File: config.mk
export PLATFORM = sky130hd
export DESIGN_NAME = acc_conv_ctrl
export DESIGN_NICKNAME = d
export VERILOG_FILES = /design/src/acc_pkg.sv /design/src/acc_win_if.sv /design/src/acc_conv_ctrl.sv /design/src/acc_window.sv
export SDC_FILE = /design/constraint.sdc
export NUM_CORES = 1
export LEC_CHECK = 0
export ABC_AREA = 1
export BUFFER_PORTS_ARGS = -buffer_cell sky130_fd_sc_hd__buf_2
export CORE_ASPECT_RATIO = 1.5
export CORE_UTILIZATION = 53
export DETAILED_ROUTE_END_ITERATION = 10
export PLACE_DENSITY = 0.8
export SETUP_SLACK_MARGIN = 0.3
export SLEW_MARGIN = 20
export SYNTH_ARGS = -nofsm -noshare
export SYNTH_HDL_FRONTEND = slang
export SYNTH_SLANG_ARGS = --single-unit
File: constraint.sdc
create_clock -name core_clk -period 4.2 [get_ports core_clk]
set_clock_uncertainty 0.15 [all_clocks]
set_input_delay 0.84 -clock core_clk [delete_from_list [all_inputs] [get_ports core_clk]]
set_output_delay 0.84 -clock core_clk [all_outputs]
set_load 0.02 [all_outputs]
File: src/acc_pkg.sv
// Constants, register layout and state encoding of the converter control block
// Operation
// RULE1 - Enable low: shutdown; enable high: accept starts
// RULE2 - Normal mode: track continuously, convert at once
// RULE3 - Delayed mode: three extra SAR clocks tracking first
// RULE4 - Done flag set on finish, sticky
// RULE5 - Active bit reads one while converting
// RULE6 - Writing active one starts only with source 000
// RULE7 - Window flag set on match, sticky
// RULE8 - Source 001 timer 0, 010 timer 2
// RULE9 - Source 101 timer 3; 11x starts nothing
// RULE10 - Sources 011, 100 take two auxiliary triggers
// RULE11 - SAR clock period is divider plus one
// RULE12 - Window compare inside or outside by limit order
package acc_pkg;
  localparam logic [7:0] CTRL_ADDR  = 8'hE8;
  localparam logic [7:0] CFG_ADDR   = 8'hBC;
  localparam logic [7:0] CTRL_RESET = 8'h00;
  localparam logic [7:0] CFG_RESET  = 8'hF9;
  // Control register bit positions
  localparam int EN_BIT     = 7;
  localparam int TRACK_BIT  = 6;
  localparam int DONE_BIT   = 5;
  localparam int ACTIVE_BIT = 4;
  localparam int WIN_BIT    = 3;
  localparam int SRC_LSB    = 0;
  localparam int SRC_W      = 3;
  // Configuration register divider field
  localparam int DIV_LSB    = 3;
  localparam int DIV_W      = 5;
  // Start source codes
  localparam logic [2:0] SRC_SW    = 3'h0;
  localparam logic [2:0] SRC_T0    = 3'h1;
  localparam logic [2:0] SRC_T2    = 3'h2;
  localparam logic [2:0] SRC_AUX_A = 3'h3;
  localparam logic [2:0] SRC_AUX_B = 3'h4;
  localparam logic [2:0] SRC_T3    = 3'h5;
  // Timing in SAR clocks and result width
  localparam logic [7:0] DELAY_SAR_CLKS = 8'h03;
  localparam int         CONV_SAR_CLKS  = 11;
  localparam int         RES_W          = 10;
  typedef enum logic [1:0] {
    ACC_IDLE  = 2'b00,
    ACC_DELAY = 2'b01,
    ACC_CONV  = 2'b11
  } acc_state_e;
endpackage

File: src/acc_win_if.sv
// Carrier between the control core and the window comparator
`timescale 1ns/100ps
interface acc_win_if #(parameter int RES_W = 10);
  logic [RES_W-1:0] result;
  logic [RES_W-1:0] gt_limit;
  logic [RES_W-1:0] lt_limit;
  logic             check;
  logic             match;
  modport ctl (output result, output gt_limit, output lt_limit, output check, input match);
  modport win (input result, input gt_limit, input lt_limit, input check, output match);
endinterface

File: src/acc_conv_ctrl.sv
// Converter control and status: enable, track modes, start sources, flags
`timescale 1ns/100ps
module acc_conv_ctrl #(
  parameter int CONV_SAR_CLKS = acc_pkg::CONV_SAR_CLKS,
  parameter int RES_W         = acc_pkg::RES_W
) (
  input  wire logic             core_clk,
  input  wire logic             reset,
  input  wire logic [7:0]       sfr_addr,
  input  wire logic             sfr_wr,
  input  wire logic [7:0]       sfr_wdata,
  input  wire logic             sfr_bit_wr,
  input  wire logic [2:0]       sfr_bit_sel,
  input  wire logic             sfr_bit_val,
  output logic      [7:0]       sfr_rdata,
  input  wire logic             tmr0_ovf,
  input  wire logic             tmr2_ovf,
  input  wire logic             tmr3_ovf,
  input  wire logic             aux_start_a,
  input  wire logic             aux_start_b,
  input  wire logic [RES_W-1:0] sar_result,
  input  wire logic [RES_W-1:0] win_gt_limit,
  input  wire logic [RES_W-1:0] win_lt_limit,
  output logic                  conv_shutdown,
  output logic                  conv_tracking,
  output logic                  conv_start,
  output logic                  sar_clk_en,
  output logic                  conv_done,
  output logic      [RES_W-1:0] conv_result
);
  import acc_pkg::*;

  if (CONV_SAR_CLKS < 1 || CONV_SAR_CLKS > 255) begin : g_bad_conv_len
    $error("CONV_SAR_CLKS must be 1 to 255");
  end

  localparam logic [7:0] CONV_LAST  = 8'(CONV_SAR_CLKS - 1);
  localparam logic [7:0] DELAY_LAST = DELAY_SAR_CLKS - 8'h01;

  logic             conv_enable;
  logic             track_select;
  logic             conv_done_flag;
  logic             window_match_flag;
  logic [2:0]       start_source_select;
  logic [7:0]       cfg;
  acc_state_e       state;
  logic [DIV_W-1:0] div_cnt;
  logic [7:0]       ph_cnt;
  logic [7:0]       wmask;
  logic [7:0]       wval;
  logic             trig;
  logic             start_evt;
  logic             sar_tick;
  logic             finish;
  logic             conv_active;
  logic [DIV_W-1:0] sar_clock_divider;

  acc_win_if #(.RES_W(RES_W)) wif ();

  acc_window u_window (
    .core_clk (core_clk),
    .reset    (reset),
    .wif      (wif)
  );

  assign wif.result   = sar_result;
  assign wif.gt_limit = win_gt_limit;
  assign wif.lt_limit = win_lt_limit;
  assign wif.check    = finish;

  assign sar_clock_divider = cfg[DIV_LSB +: DIV_W];
  assign conv_active       = state != ACC_IDLE; // [RULE5]

  // Byte writes touch every bit, bit writes only the selected one
  always_comb begin
    wmask = 8'h00;
    wval  = 8'h00;
    if (sfr_wr && sfr_addr == CTRL_ADDR) begin
      wmask = 8'hFF;
      wval  = sfr_wdata;
    end else if (sfr_bit_wr && sfr_addr == CTRL_ADDR) begin
      wmask[sfr_bit_sel] = 1'b1;
      wval[sfr_bit_sel]  = sfr_bit_val;
    end
  end

  // Start source mux; reserved codes never trigger
  always_comb begin
    unique case (start_source_select)
      SRC_SW:    trig = wmask[ACTIVE_BIT] && wval[ACTIVE_BIT]; // [RULE6]
      SRC_T0:    trig = tmr0_ovf;    // [RULE8]
      SRC_T2:    trig = tmr2_ovf;    // [RULE8]
      SRC_AUX_A: trig = aux_start_a; // [RULE10]
      SRC_AUX_B: trig = aux_start_b; // [RULE10]
      SRC_T3:    trig = tmr3_ovf;    // [RULE9]
      default:   trig = 1'b0;        // [RULE9]
    endcase
  end

  // Starts taken only when enabled and idle; a start while busy is dropped
  assign start_evt = conv_enable && state == ACC_IDLE && trig; // [RULE1]
  assign sar_tick  = conv_active && div_cnt == sar_clock_divider;
  assign finish    = state == ACC_CONV && sar_tick && ph_cnt == CONV_LAST;

  // SAR clock divider, restarted on each start so the first period is full
  always_ff @(posedge core_clk) begin
    if (reset || !conv_enable || start_evt || div_cnt == sar_clock_divider) begin
      div_cnt <= '0; // [RULE11]
    end else begin
      div_cnt <= div_cnt + 1'b1;
    end
  end

  // Conversion sequencer
  always_ff @(posedge core_clk) begin
    if (reset || !conv_enable) begin
      state  <= ACC_IDLE; // [RULE1]
      ph_cnt <= 8'h00;
    end else begin
      unique case (state)
        ACC_IDLE: begin
          ph_cnt <= 8'h00;
          if (start_evt) begin
            state <= track_select ? ACC_DELAY : ACC_CONV; // [RULE2] [RULE3]
          end
        end
        ACC_DELAY: begin
          if (sar_tick) begin
            ph_cnt <= (ph_cnt == DELAY_LAST) ? 8'h00 : ph_cnt + 8'h01;
            if (ph_cnt == DELAY_LAST) begin
              state <= ACC_CONV; // [RULE3]
            end
          end
        end
        ACC_CONV: begin
          if (sar_tick) begin
            ph_cnt <= ph_cnt + 8'h01;
            if (finish) begin
              state <= ACC_IDLE;
            end
          end
        end
        default: state <= ACC_IDLE;
      endcase
    end
  end

  // Software fields of the control register
  always_ff @(posedge core_clk) begin
    if (reset) begin
      conv_enable         <= CTRL_RESET[EN_BIT];
      track_select        <= CTRL_RESET[TRACK_BIT];
      start_source_select <= CTRL_RESET[SRC_LSB +: SRC_W];
    end else begin
      if (wmask[EN_BIT]) conv_enable <= wval[EN_BIT];
      if (wmask[TRACK_BIT]) track_select <= wval[TRACK_BIT];
      for (int i = 0; i < SRC_W; i++) begin
        if (wmask[SRC_LSB + i]) start_source_select[i] <= wval[SRC_LSB + i];
      end
    end
  end

  // Sticky flags: a hardware set beats a same-cycle software clear
  always_ff @(posedge core_clk) begin
    if (reset) begin
      conv_done_flag    <= CTRL_RESET[DONE_BIT];
      window_match_flag <= CTRL_RESET[WIN_BIT];
    end else begin
      if (finish) conv_done_flag <= 1'b1; // [RULE4]
      else if (wmask[DONE_BIT]) conv_done_flag <= wval[DONE_BIT];
      if (wif.match) window_match_flag <= 1'b1; // [RULE7]
      else if (wmask[WIN_BIT]) window_match_flag <= wval[WIN_BIT];
    end
  end

  // Configuration register; only the divider field steers logic here
  always_ff @(posedge core_clk) begin
    if (reset) begin
      cfg <= CFG_RESET;
    end else if (sfr_wr && sfr_addr == CFG_ADDR) begin
      cfg <= sfr_wdata;
    end
  end

  // Registered read port, unmapped addresses read zero
  always_ff @(posedge core_clk) begin
    if (reset) begin
      sfr_rdata <= 8'h00;
    end else if (sfr_addr == CTRL_ADDR) begin
      sfr_rdata <= {conv_enable, track_select, conv_done_flag, conv_active,
                    window_match_flag, start_source_select}; // [RULE5]
    end else if (sfr_addr == CFG_ADDR) begin
      sfr_rdata <= cfg;
    end else begin
      sfr_rdata <= 8'h00;
    end
  end

  // Core-facing controls, all registered
  always_ff @(posedge core_clk) begin
    if (reset) begin
      conv_shutdown <= 1'b1;
      conv_tracking <= 1'b0;
      conv_start    <= 1'b0;
      sar_clk_en    <= 1'b0;
      conv_done     <= 1'b0;
      conv_result   <= '0;
    end else begin
      conv_shutdown <= !conv_enable; // [RULE1]
      conv_tracking <= conv_enable && state != ACC_CONV; // [RULE2]
      conv_start    <= (start_evt && !track_select) ||
                       (state == ACC_DELAY && sar_tick && ph_cnt == DELAY_LAST);
      sar_clk_en    <= sar_tick;
      conv_done     <= finish;
      if (finish) conv_result <= sar_result;
    end
  end
endmodule

File: src/acc_window.sv
// Window comparator: flags a result inside or outside the programmed limits
`timescale 1ns/100ps
module acc_window (
  input wire logic core_clk,
  input wire logic reset,
  acc_win_if.win   wif
);
  import acc_pkg::*;

  logic inside_mode;
  logic hit;

  // Ordering of the limits picks inside or outside detection
  always_comb begin
    inside_mode = wif.lt_limit > wif.gt_limit;
    if (inside_mode) begin
      hit = (wif.result > wif.gt_limit) && (wif.result < wif.lt_limit); // [RULE12]
    end else begin
      hit = (wif.result > wif.gt_limit) || (wif.result < wif.lt_limit); // [RULE12]
    end
  end

  // Registered one-cycle match pulse
  always_ff @(posedge core_clk) begin
    if (reset) begin
      wif.match <= 1'b0;
    end else begin
      wif.match <= wif.check && hit;
    end
  end
endmodule

## Word-level counts from Yosys, hierarchy flattened

Index checks and enable logic that the tools add are counted.

| word-level totals | value |
|---|---|
| flip-flop bits (word level) | 54 |
| word-level logic and storage cells | 101 |
| output and inout bits | 23 |
| bits of input ports | 59 |

| cells by class | value |
|---|---|
| order comparisons | 5 |
| add/sub/neg operators | 2 |
| bitwise logic cells | 1 |
| mux-type cells | 25 |
| equal/unequal tests | 18 |
| reductions and logical operators | 31 |

Operator list:

| cell | count |
|---|---|
| $mux 8 | 9 |
| $pmux 8 s3 | 1 |
| $gt 10x10->1 | 2 |
| $eq 8x8->1 const B | 2 |
| $logic_and 1x1->1 | 16 |
| $mux 2 | 6 |
| $lt 10x10->1 | 1 |
| $ne 2x2->1 const B | 5 |
| $add 8x1->8 const B | 1 |
| $and 8x8->8 | 1 |
| $eq 8x2->1 const B | 1 |
| $eq 8x4->1 const B | 1 |
| $eq 3x2->1 const B | 2 |
| $eq 3x3->1 const B | 2 |
| $mux 1 | 6 |
| $pmux 1 s6 | 1 |
| $pmux 2 s3 | 1 |
| $reduce_bool 2->1 | 3 |
| $add 5x1->5 const B | 1 |
| $eq 5x5->1 | 1 |
| $logic_or 1x1->1 | 5 |
| $reduce_and 5->1 | 1 |
| $lt 3x4->1 const B | 1 |
| $demux 1 s3 | 1 |
| other kinds (10) | 11 |

## Longest topological paths before layout

Gate-level depths: netlist (run 1).

| depth | value |
|---|---|
| depth after elaboration | 12 |
| gate-level depth with buffers | 13 |
| depth with buffers taken out | 12 |

## By module

From an unflattened synthesis (run 1), not the netlist that was laid out.

| unflattened totals | value |
|---|---|
| cell total of the unflattened synthesis | 500 |
| area total of the unflattened synthesis | 3379.5 um2 |

Modules (own cells, without submodules):

| module | seq. area each (um2) | cells each | times used | area each (um2) |
|---|---|---|---|---|
| acc_conv_ctrl | 1061.0 | 371 | 1 | 2544.9 |
| acc_window | 20.0 | 129 | 1 | 834.6 |

## Worst setup path before layout (run 1)

Ideal clock, no wire load.

| timing path | value |
|---|---|
| path type | input-to-reg |
| from | input win_gt_limit[7] |
| to | register u_window.wif.match |
| arrival | 1.886 ns |
| stages | 10 |
| path slack | 2.052 ns |
| library setup time | 0.111 ns |
| cells stage by stage | inv_1 > ha_1 > a21oi_1 > nor2_1 > a211oi_1 > nand2_1 > o21ai_0 > nor2_1 > nor2_1 > nor2_1 |

| between the ends | value |
|---|---|
| word-level cells in the longest chain between the ends | 4 |
| elaborated cells between the ends (all ways) | 6 |

Ends and longest elaborated chain:

| element | RTL line | RTL |
|---|---|---|
| start, declared | acc_conv_ctrl.sv:22 | `input wire logic [RES_W-1:0] win_gt_limit,` |
| $gt 10x10->1 | acc_window.sv:17, acc_window.sv:19 |  |
| $logic_or 1x1->1 / $logic_and 1x1->1 (equally long branches) | acc_window.sv:19, acc_window.sv:17 |  |
| $mux 1 (*) | acc_window.sv:16 | `if (inside_mode) begin` |
| $logic_and 1x1->1 (*) | acc_window.sv:28 | `wif.match <= wif.check && hit;` |
| end signal, assigned | acc_window.sv:28 |  |
| end, declared | acc_win_if.sv:10 | `modport win (input result, input gt_limit, input lt_limit, input check, output match);` |

Mark *: on every way between the ends. The rest lies on a longest branch, timed or not.
A chain may end at the register's enable or synchronous reset.

## Worst setup path after layout (run 1)

| timing path | value |
|---|---|
| from | input sfr_addr[1] |
| to | register conv_done_flag |

| between the ends | value |
|---|---|
| word-level cells in the longest chain between the ends | 6 |
| elaborated cells between the ends (all ways) | 10 |

Ends and longest elaborated chain:

| element | RTL line | RTL |
|---|---|---|
| start, declared | acc_conv_ctrl.sv:9 | `input wire logic [7:0] sfr_addr,` |
| $eq 8x8->1 (*) | acc_conv_ctrl.sv:78, acc_conv_ctrl.sv:81 |  |
| $logic_and 1x1->1 | acc_conv_ctrl.sv:81 | `end else if (sfr_bit_wr && sfr_addr == CTRL_ADDR) begin` |
| $mux 8 | acc_conv_ctrl.sv:81 |  |
| $mux 8 | acc_conv_ctrl.sv:78 | `if (sfr_wr && sfr_addr == CTRL_ADDR) begin` |
| $mux 1 | acc_conv_ctrl.sv:170 | `else if (wmask[DONE_BIT]) conv_done_flag <= wval[DONE_BIT];` |
| $mux 1 | acc_conv_ctrl.sv:169 | `if (finish) conv_done_flag <= 1'b1;` |
| end signal, assigned | acc_conv_ctrl.sv:166 | `conv_done_flag <= CTRL_RESET[DONE_BIT];` |
| end signal, assigned | acc_conv_ctrl.sv:170 |  |
| end, declared | acc_conv_ctrl.sv:42 | `logic conv_done_flag;` |

Mark *: on every way between the ends. The rest lies on a longest branch, timed or not. The select of a mux whose other input is x is not followed.

==> results of run 1 <==
[worst min-delay path: cells and delay by family, from the launching register on]
| kind | cells | cell delay [ns] |
|---|---|---|
| flip-flops | 1 | 0.31 |
| buffers and inverters | 1 | 0.06 |
| AO/OA/AOI/OAI | 1 | 0.05 |
[layout make-up]
class / instances / area (µm²)
Tap cell: 72 / 90.1
Inverter: 75 / 282
Clock buffer: 7 / 86.3
Fill cell: 532 / 2080
Timing Repair Buffer: 81 / 405
Sequential cell: 54 / 1080
Multi-Input combinational cell: 318 / 1890
Clock inverter: 1 / 5.00
[report_power, final]
part	leakage (nW)	internal, mW	switching, mW	total [mW]
Sequential	0.435	0.512	0.000356	0.512
Combinational	1.38	0.0499	0.0692	0.119
Clock	0.0482	0.133	0.161	0.294
[path summary, 6_finish.rpt]
path,startpoint,to,slack [ns],depth (start not counted)
max,sfr_addr[1],conv_done_flag$_SDFFE_PP0P_,1.52,11
max reg2reg,ph_cnt[0]$_SDFFE_PP0P_,conv_result[5]$_SDFFE_PP0P_,2.39,7
min,conv_result[4]$_SDFFE_PP0P_,conv_result[4]$_SDFFE_PP0P_,0.31,2
min reg2reg,conv_result[4]$_SDFFE_PP0P_,conv_result[4]$_SDFFE_PP0P_,0.31,2
[logic make-up after synthesis]
logic type | share of synthesized area, %
and+or+nand+nor | 26.9
buffers and inverters | 10.2
xor gates and xnor gates | 2.35
adders and majority gates | 12.1
AOI/OAI and AO/OA | 15.7
DFF | 32.7
[synthesized netlist by cell type, types with 2 or more instances]
cell,n
dfxtp_1,54
o21a_1,2
nor3_1,3
nand2_2,2
nand3_1,42
a211oi_2,10
nand4_1,6
ha_1,32
nor4_1,2
buf_1,2
buf_2,3
o21ai_0,11
nor2_1,60
xor2_1,6
inv_1,66
nand3b_1,2
a211oi_1,2
a21oi_1,35
o21ai_1,6
o211ai_1,2
buf_6,2
inv_2,8
a31oi_1,5
nor2_2,3
nand2_1,73
[through the flow]
step	util (%)	cells	hold WS [ns]	area, µm²
2_1_floorplan	-	456	0.280	3300
3_3_place_gp	63.3	600	0.301	3740
3_5_place_dp	63.3	600	0.304	3740
4_1_cts	64.9	608	0.318	3830
5_1_grt	64.9	608	0.333	3830
6_report	64.9	608	0.315	3830
[sequential cells by signal, summed over array words and instances, names as in the netlist, 2 cells and up]
name / flops
ph_cnt: 8
start_source_select: 3
div_cnt: 5
state: 2
cfg: 8
sfr_rdata: 8
conv_result: 10
[layer usage]
layer  vias to the layer above  wire length (µm)  GRT usage, %
li1                       1661                 -             -
met1                      1432              2850          24.4
met2                       120              3970          46.4
met3                        25               469          5.44
met4                         0               287          12.9
met5                         -                 0             0
==> metrics, run 1 <==
Cell variety after synth 42; Clock Tree Buf Depth 2; vias 3238; Cells after Synth between 400 and 500; final setup vio count 0; Yosys Warn Count 0; Crit Path Class in -> reg; CTS clk-pin slew, worst paths about 0.080 ns; crit share post-route a little under two thirds; largest net degree at the start of global routing 32; H-tree levels 2; commonest non-fill, non-tap cell in the layout buf_2; die area 6560 µm²; critical path peak fanout 11; worst path bufs/invs 4; Post-CTS Hold Fix Bufs 0; drt wl/cell between 10 and 15 µm; Antenna Cells 0; GP Congestion around 0.89; syn nets 547; # IOs slightly above 80; setup_tns 0 ns; Horiz. Die Dim roughly 66 µm; slowest stage delay, CP between 0.5 and 0.6 ns; drt via density roughly 5.3; syn_area_per_cell about 7.2 µm²; Setup WS post-layout ~1.5 ns; f_max between 300 and 400 MHz; Nets roughly 630; area share of the largest cell type after synthesis between 30 and 40%; Clock Tree Root clkbuf_8; # rows 34; initial core utilization ~56%; CTS buffer count 5; sequential share of the synthesized area between 30% and 40%; post-route ant nets 0; dominant synthesized flop cell dfxtp_1; CP max stage cell nor2_1; register bit total from synthesis 54; area delta synth->final 16.1%; CTS tree done; Tot GR Track Use roughly 25%; startpoint types input port; most frequent cells in the layout buf_2, nand2_1, inv_1; Mapped Area roughly 3300 µm²; family with the most delay on the worst path simple AND/OR/NAND/NOR gates; initial antenna violation count 0; DPL Wire Length roughly 6.1 mm; DRC Markers 0; status complete, no violations; layout cell share with drive strength beyond 1 between 20% and 30%; leakage 1.86 nW; Hold WC Path Type reg -> reg; vias in the first global route between 3000 and 4000; Async S/R FF share, synth 0%; area leader, netlist dfxtp_1; Worst-Margin Slew roughly 0.70 ns; first-pass GRT wire length ~13 mm; RSZ-0062 raised after global routing no; slew margin rel. around 53%; Routed WL 7.57 mm; top cells by area, synth dfxtp_1, ha_1, nand2_1, inv_1, nor2_1; Die Span Y a little under 100 µm; worst-path cell chain buf_2 > nor2_1 > nand2_1 > nor2_1 > inv_2 > nor2_2 > inv_2 > nand2_1 > inv_1 > o21ai_1 > a31oi_1; drt initial violations between 150 and 200; I/O Buffers 81; power density cells between 200 and 250 nW/µm²; Max VDD drop approximately 0.14 mV; CTS resizes 0; overflow left after global routing 0; # Post-CTS Setup Buffers 0; Sink Count 54; CP arrival roughly 2.7 ns; max_cap viols 0; post-layout min period about 2.7 ns; CP endpoint kind flip-flop; fin. max-slew vios 0; dpl ws around 1.2 ns; WP data required ~4.2 ns; worst skew pair latency around 0.3 ns; number of enable flip-flop cells after synthesis 0; drt pass-1 iters 4; Final Power between 0.9 and 1 mW; Core Area a little under 6000 µm²; Final Hold Viols 0
(Power assumes the default switching activity.)
==> inputs of run 2 (changes only) <==
Clock period 4.2 ns to 2.5 ns, I/O delays scaled along.
==> metrics, run 2 (synthesis gave the netlist of run 1 again) <==
Antenna Cells 0 (unchanged); DPL Wire Length 6.01 mm (-1.6%); largest net degree at the start of global routing 31 (-3.1%); CTS tree done; CTS resizes 0 (unchanged); post-route ant nets 0 (unchanged); vias 3258 (+0.62%); drt pass-1 iters 5 (+1); Storage cell area 1080 µm² (unchanged); Sink Count 54 (unchanged); Die Span Y 98.7 µm (unchanged); setup_tns 0 ns (unchanged); Final Power 1.63 mW (+76%); fin. max-slew vios 0 (unchanged); Fillers 537 (+0.94%); Post-CTS Hold Fix Bufs 0 (unchanged); GP Congestion 0.895 (+0.16%); WP data required 2.56 ns (-1.65 ns); startpoint types input port; Hold WC Path Type in -> reg; critical path peak fanout 3 (-8); H-tree levels 2 (unchanged); CP endpoint kind flip-flop; # Post-CTS Setup Buffers 0 (unchanged); Final Hold Viols 0 (unchanged); most frequent cells in the layout buf_2, nand2_1, inv_1; drt initial violations 185 (+5.1%); CTS buffer count 5 (unchanged); die area 6560 µm² (unchanged); Inst Count DP 605 (+0.83%); Clock Tree Root clkbuf_8; CP arrival 1.85 ns (-0.84 ns); overflow left after global routing 0 (unchanged); vias in the first global route 3182 (unchanged); worst skew pair latency 0.30 ns (about the same); drt via density 5.31 (-0.20%); Clock Tree Buf Depth 2 (unchanged); initial core utilization 55.9% (unchanged); post-layout min period between 1.5 and 2 ns; slew margin rel. 73.6% (+21 points); Biggest register conv_result; drt wl/cell 12.2 µm (-1.9%); initial antenna violation count 0 (unchanged); Max VDD drop 0.241 mV (+75%); multi-input combinational cell area 1890 µm² (unchanged); # rows 34 (unchanged); Tot GR Track Use 24.8% (-0.041 points); crit share post-route between 70% and 80%; first-pass GRT wire length 12.9 mm (+0.80%); Non-Filler Instances 613 (+0.82%); Horiz. Die Dim 66.5 µm (unchanged); dpl ws 0.396 ns (-0.840 ns); Core Area 5910 µm² (unchanged); max_cap viols 0 (unchanged); leakage 1.89 nW (+1.7%); # IOs 82 (unchanged); CTS clk-pin slew, worst paths 0.09 ns (about the same); f_max 560 MHz; power density cells 420 nW/µm² (+74%); DRC Markers 0 (unchanged); Worst-Margin Slew 0.394 ns (-0.307 ns); max FFs per register 10 (unchanged); commonest non-fill, non-tap cell in the layout buf_2; final setup vio count 0 (unchanged); area delta synth->final 17.6%; Routed WL 7.49 mm (-1.0%); I/O Buffers 81 (unchanged); RSZ-0062 raised after global routing no; status complete, no violations; Nets 631 (+0.80%); layout cell share with drive strength beyond 1 22.6% (+0.54 points); Setup WS post-layout 0.713 ns (-0.807 ns); Crit Path Class in -> reg
run 2: path summary, 6_finish.rpt:
check	start	to	slack [ns]	cells after the start
max	sar_result[9]	u_window.wif.match$_SDFF_PP0_	0.71	12
min	sfr_wdata[0]	cfg[0]$_SDFFE_PP1P_	0.30	3
max reg2reg	ph_cnt[0]$_SDFFE_PP0P_	conv_result[6]$_SDFFE_PP0P_	0.73	7
min reg2reg	conv_result[4]$_SDFFE_PP0P_	conv_result[4]$_SDFFE_PP0P_	0.32	2
run 2: worst max-delay path: stages:
cell     delay, ns
buf_2         0.12
ha_1          0.32
nand4_1       0.17
inv_1         0.06
nand2_1       0.06
inv_1         0.05
o21ai_0       0.08
nand2_1       0.07
o21ai_0       0.21
nor2_1        0.08
nor2_1        0.09
nor2_1        0.04
run 2: power by group:
part / switching [mW] / leakage (nW) / internal, mW
Clock: 0.272 / 0.0524 / 0.300
Combinational: 0.115 / 1.41 / 0.0853
Sequential: 0.000552 / 0.435 / 0.860
run 2: stage by stage:
step | hold WS (ns) | utilization [%] | cell area (µm²)
final | 0.296 | 65.7 | 3890
after CTS | 0.288 | 65.7 | 3890
after global placement | 0.294 | 63.9 | 3780
after floorplan | 0.280 | - | 3300
after global routing | 0.294 | 65.7 | 3890
after detailed placement | 0.306 | 63.9 | 3780
run 2: layout make-up:
cell class | instances | area share (%)
clock inverter | 1 | 0.772
tap | 72 | 2.32
sequential | 54 | 27.8
clock buffer | 7 | 1.96
multi-input combinational | 318 | 48.5
timing repair buffer | 86 | 11.4
inverter | 75 | 7.24
run 2: metal layers:
| metal | global-route usage (%) | vias to the layer above | part of all wire (%) |
|---|---|---|---|
| met5 | 0 | - | 0 |
| met4 | 10.5 | 0 | 2.4 |
| met3 | 4.51 | 12 | 5.6 |
| met2 | 46.6 | 115 | 53 |
| met1 | 25.8 | 1467 | 39 |
| li1 | - | 1664 | - |
==> inputs of run 3 (changes only) <==
Settings changed: CORE_UTILIZATION 53 to 49, PLACE_DENSITY 0.8 to 0.78.
Clock period 2.5 ns to 1.55 ns, I/O delays scaled along.
==> metrics, run 3 (synthesis gave the netlist of run 1 again) <==
status finished with violations; failing checks negative setup slack; drt wl/cell 17.9 µm (+46%); post-route ant nets 0 (unchanged); HP Start sfr_wdata[6]; Sink Count 54 (unchanged); WP data required 1.64 ns (-0.92 ns); Final Power 2.86 mW (+75%); # IOs 82 (unchanged); power density cells 526 nW/µm² (+25%); # rows 36 (+5.9%); Hold Path Depth 3 (unchanged); Worst Hold Slack 0.0789 ns (-0.217 ns); CP endpoint kind flip-flop; I/O Buffers 81 (unchanged); DPL Wire Length 6.96 mm (+16%); GP Congestion 0.884 (-1.2%); Switching Share 25.7% (+2.0 points); Clock Tree Buf Depth 2 (unchanged); overflow left after global routing 0 (unchanged); Biggest register conv_result; Antenna Cells 0 (unchanged); Clock Power Share 34.6% (-0.4 points); worst r2r src ph_cnt[0]$_SDFFE_PP0P_; CP arrival 1.86 ns (about the same); CP max stage cell dfxtp_2; fin area 5430 µm² (+40%); initial antenna violation count 0 (unchanged); RR Endpoint conv_result[1]$_SDFFE_PP0P_; Inst Count DP 672 (+11%); startpoint types flip-flop; fin. max-slew vios 0 (unchanged); vias in the first global route 3870 (+22%); R2R setup slack -0.22 ns (-0.95 ns); most frequent cells in the layout buf_4, inv_1, nand2_1; Final Hold Viols 0 (unchanged); layout cell share with drive strength beyond 1 53.1% (+31 points); CTS buffer count 5 (unchanged); Worst Hold End cfg[6]$_SDFFE_PP1P_; Hold WC Path Type in -> reg; Core Area 6490 µm² (+9.7%); CTS clk-pin slew, worst paths 0.10 ns (about the same); switching pwr 0.734 mW (+89%); Setup WS post-layout -0.220 ns (-0.933 ns); Tot GR Track Use 28.9% (+4.2 points); H-tree levels 2 (unchanged); commonest non-fill, non-tap cell in the layout buf_4; drt initial violations 295 (+59%); die area 7080 µm² (+8.0%); f_max between 500 and 600 MHz; final setup vio count 26 (+26); post-layout min period around 1.8 ns; slew margin rel. 72.9% (-0.74 points); area delta synth->final 64.3%; slowest stage delay, CP 0.33 ns (about the same); Clock Tree Root clkbuf_8; max FFs per register 10 (unchanged); largest net degree at the start of global routing 31 (unchanged); Nets 716 (+13%); CTS tree done; Max VDD drop 0.332 mV (+38%); critical path peak fanout 10 (+7); first-pass GRT wire length 16.5 mm (+27%); worst skew pair latency 0.32 ns (+0.02 ns); drt via density 5.75 (+8.2%); Crit Path Class reg -> reg; combinational share of power 16.8% (+4.5 points); worst path bufs/invs 2 (-1); vias 4031 (+24%); leakage 2.46 nW (+30%); Fillers 348 (-35%); initial core utilization 50.9% (-4.9 points); Non-Filler Instances 701 (+14%); drt pass-1 iters 5 (unchanged); crit share post-route 114%; worst-path cell chain inv_2 > ha_4 > nand4_1 > nand3b_1 > or2_4 > buf_12 > a211oi_2; dpl ws -0.326 ns (-0.722 ns); worst r2r path cells 7 (unchanged); RSZ-0062 raised after global routing yes; Routed WL 12.5 mm (+67%); Die Span Y 103 µm (+3.9%); max_cap viols 0 (unchanged); Worst-Margin Slew 0.403 ns (+0.00879 ns); Flop pwr share 48.6% (-4.1 points); family with the most delay on the worst path simple AND/OR/NAND/NOR gates; Horiz. Die Dim 69.1 µm (+3.9%); Placed Instance Area 4510 µm² (+19%); DRC Markers 0 (unchanged); P_int 2.12 mW (+70%)
## run 3: changes by cell type in the layout (fill, tap and decap cells not counted), moves of 13 or more
cell / before / now
nor2_1: 60 / 38
buf_6: 0 / 43
buf_2: 81 / 51
dfxtp_1: 54 / 26
nor2_4: 1 / 16
nand2_1: 73 / 53
dfxtp_2: 0 / 28
buf_4: 5 / 72
nand2_2: 2 / 18
a21oi_1: 35 / 22
## run 3: worst reg2reg max path, delay by kind of cell (launching register included)
family,cells,cell delay (ns)
AOI/OAI and AO/OA,1,0.17
adders and majority gates,1,0.15
buffers and inverters,2,0.23
DFF,1,0.33
and+or+nand+nor,3,0.65
## run 3: worst max path at each step
stage                            from  depth (start not counted)  slack, ns                             to
2_1_floorplan  ph_cnt[0]$_SDFFE_PP0P_                          8      -0.04    conv_result[3]$_SDFFE_PP0P_
3_3_place_gp          win_gt_limit[7]                         11      -0.33  u_window.wif.match$_SDFF_PP0_
3_5_place_dp          win_gt_limit[7]                         11      -0.33  u_window.wif.match$_SDFF_PP0_
4_1_cts        ph_cnt[0]$_SDFFE_PP0P_                          7      -0.15    conv_result[1]$_SDFFE_PP0P_
5_1_grt        ph_cnt[1]$_SDFFE_PP0P_                          8      -0.28         ph_cnt[7]$_SDFFE_PP0P_
6_report       ph_cnt[0]$_SDFFE_PP0P_                          7      -0.22    conv_result[1]$_SDFFE_PP0P_
## run 3: power groups by stage
stage / Combinational, mW / Clock, mW / Sequential, mW
floorplan: 0.197 / 0 / 1.42
global placement: 0.389 / 0 / 1.42
detailed placement: 0.409 / 0 / 1.42
CTS: 0.430 / 0.990 / 1.39
global route: 0.528 / 1.04 / 1.39
finish: 0.479 / 0.990 / 1.39
## run 3: repair_timing
action	CTS	global route
gates cloned	0	1
setup endpoints to repair	53	62
pin swaps	35	31
setup buffers	11	10
hold buffers	0	0
resized for setup	103	82
## run 3: cell type report
type	instances	area, µm²	area share, %
Tap cell	76	95.1	1.75
Sequential cell	54	1120	20.6
Clock buffer	6	82.6	1.52
Clock inverter	1	30.0	0.553
Timing Repair Buffer	171	1380	25.4
Inverter	75	333	6.13
Multi-Input combinational cell	318	2390	44.1
## run 3: metrics by stage
step	setup TNS, ns	util (%)
detailed placement	-5.00	69.6
finish	-3.76	83.7
CTS	-2.03	77.7
floorplan	-0.357	-
global route	-5.39	83.7
global placement	-3.86	69.6
## run 3: routing by layer
metal	GRT usage [%]	vias to the layer above	share of wire, %
li1	-	1840	-
met1	26.6	1899	33
met2	58.6	217	53
met3	5.18	75	6.0
met4	17.1	0	7.2
met5	0	-	0
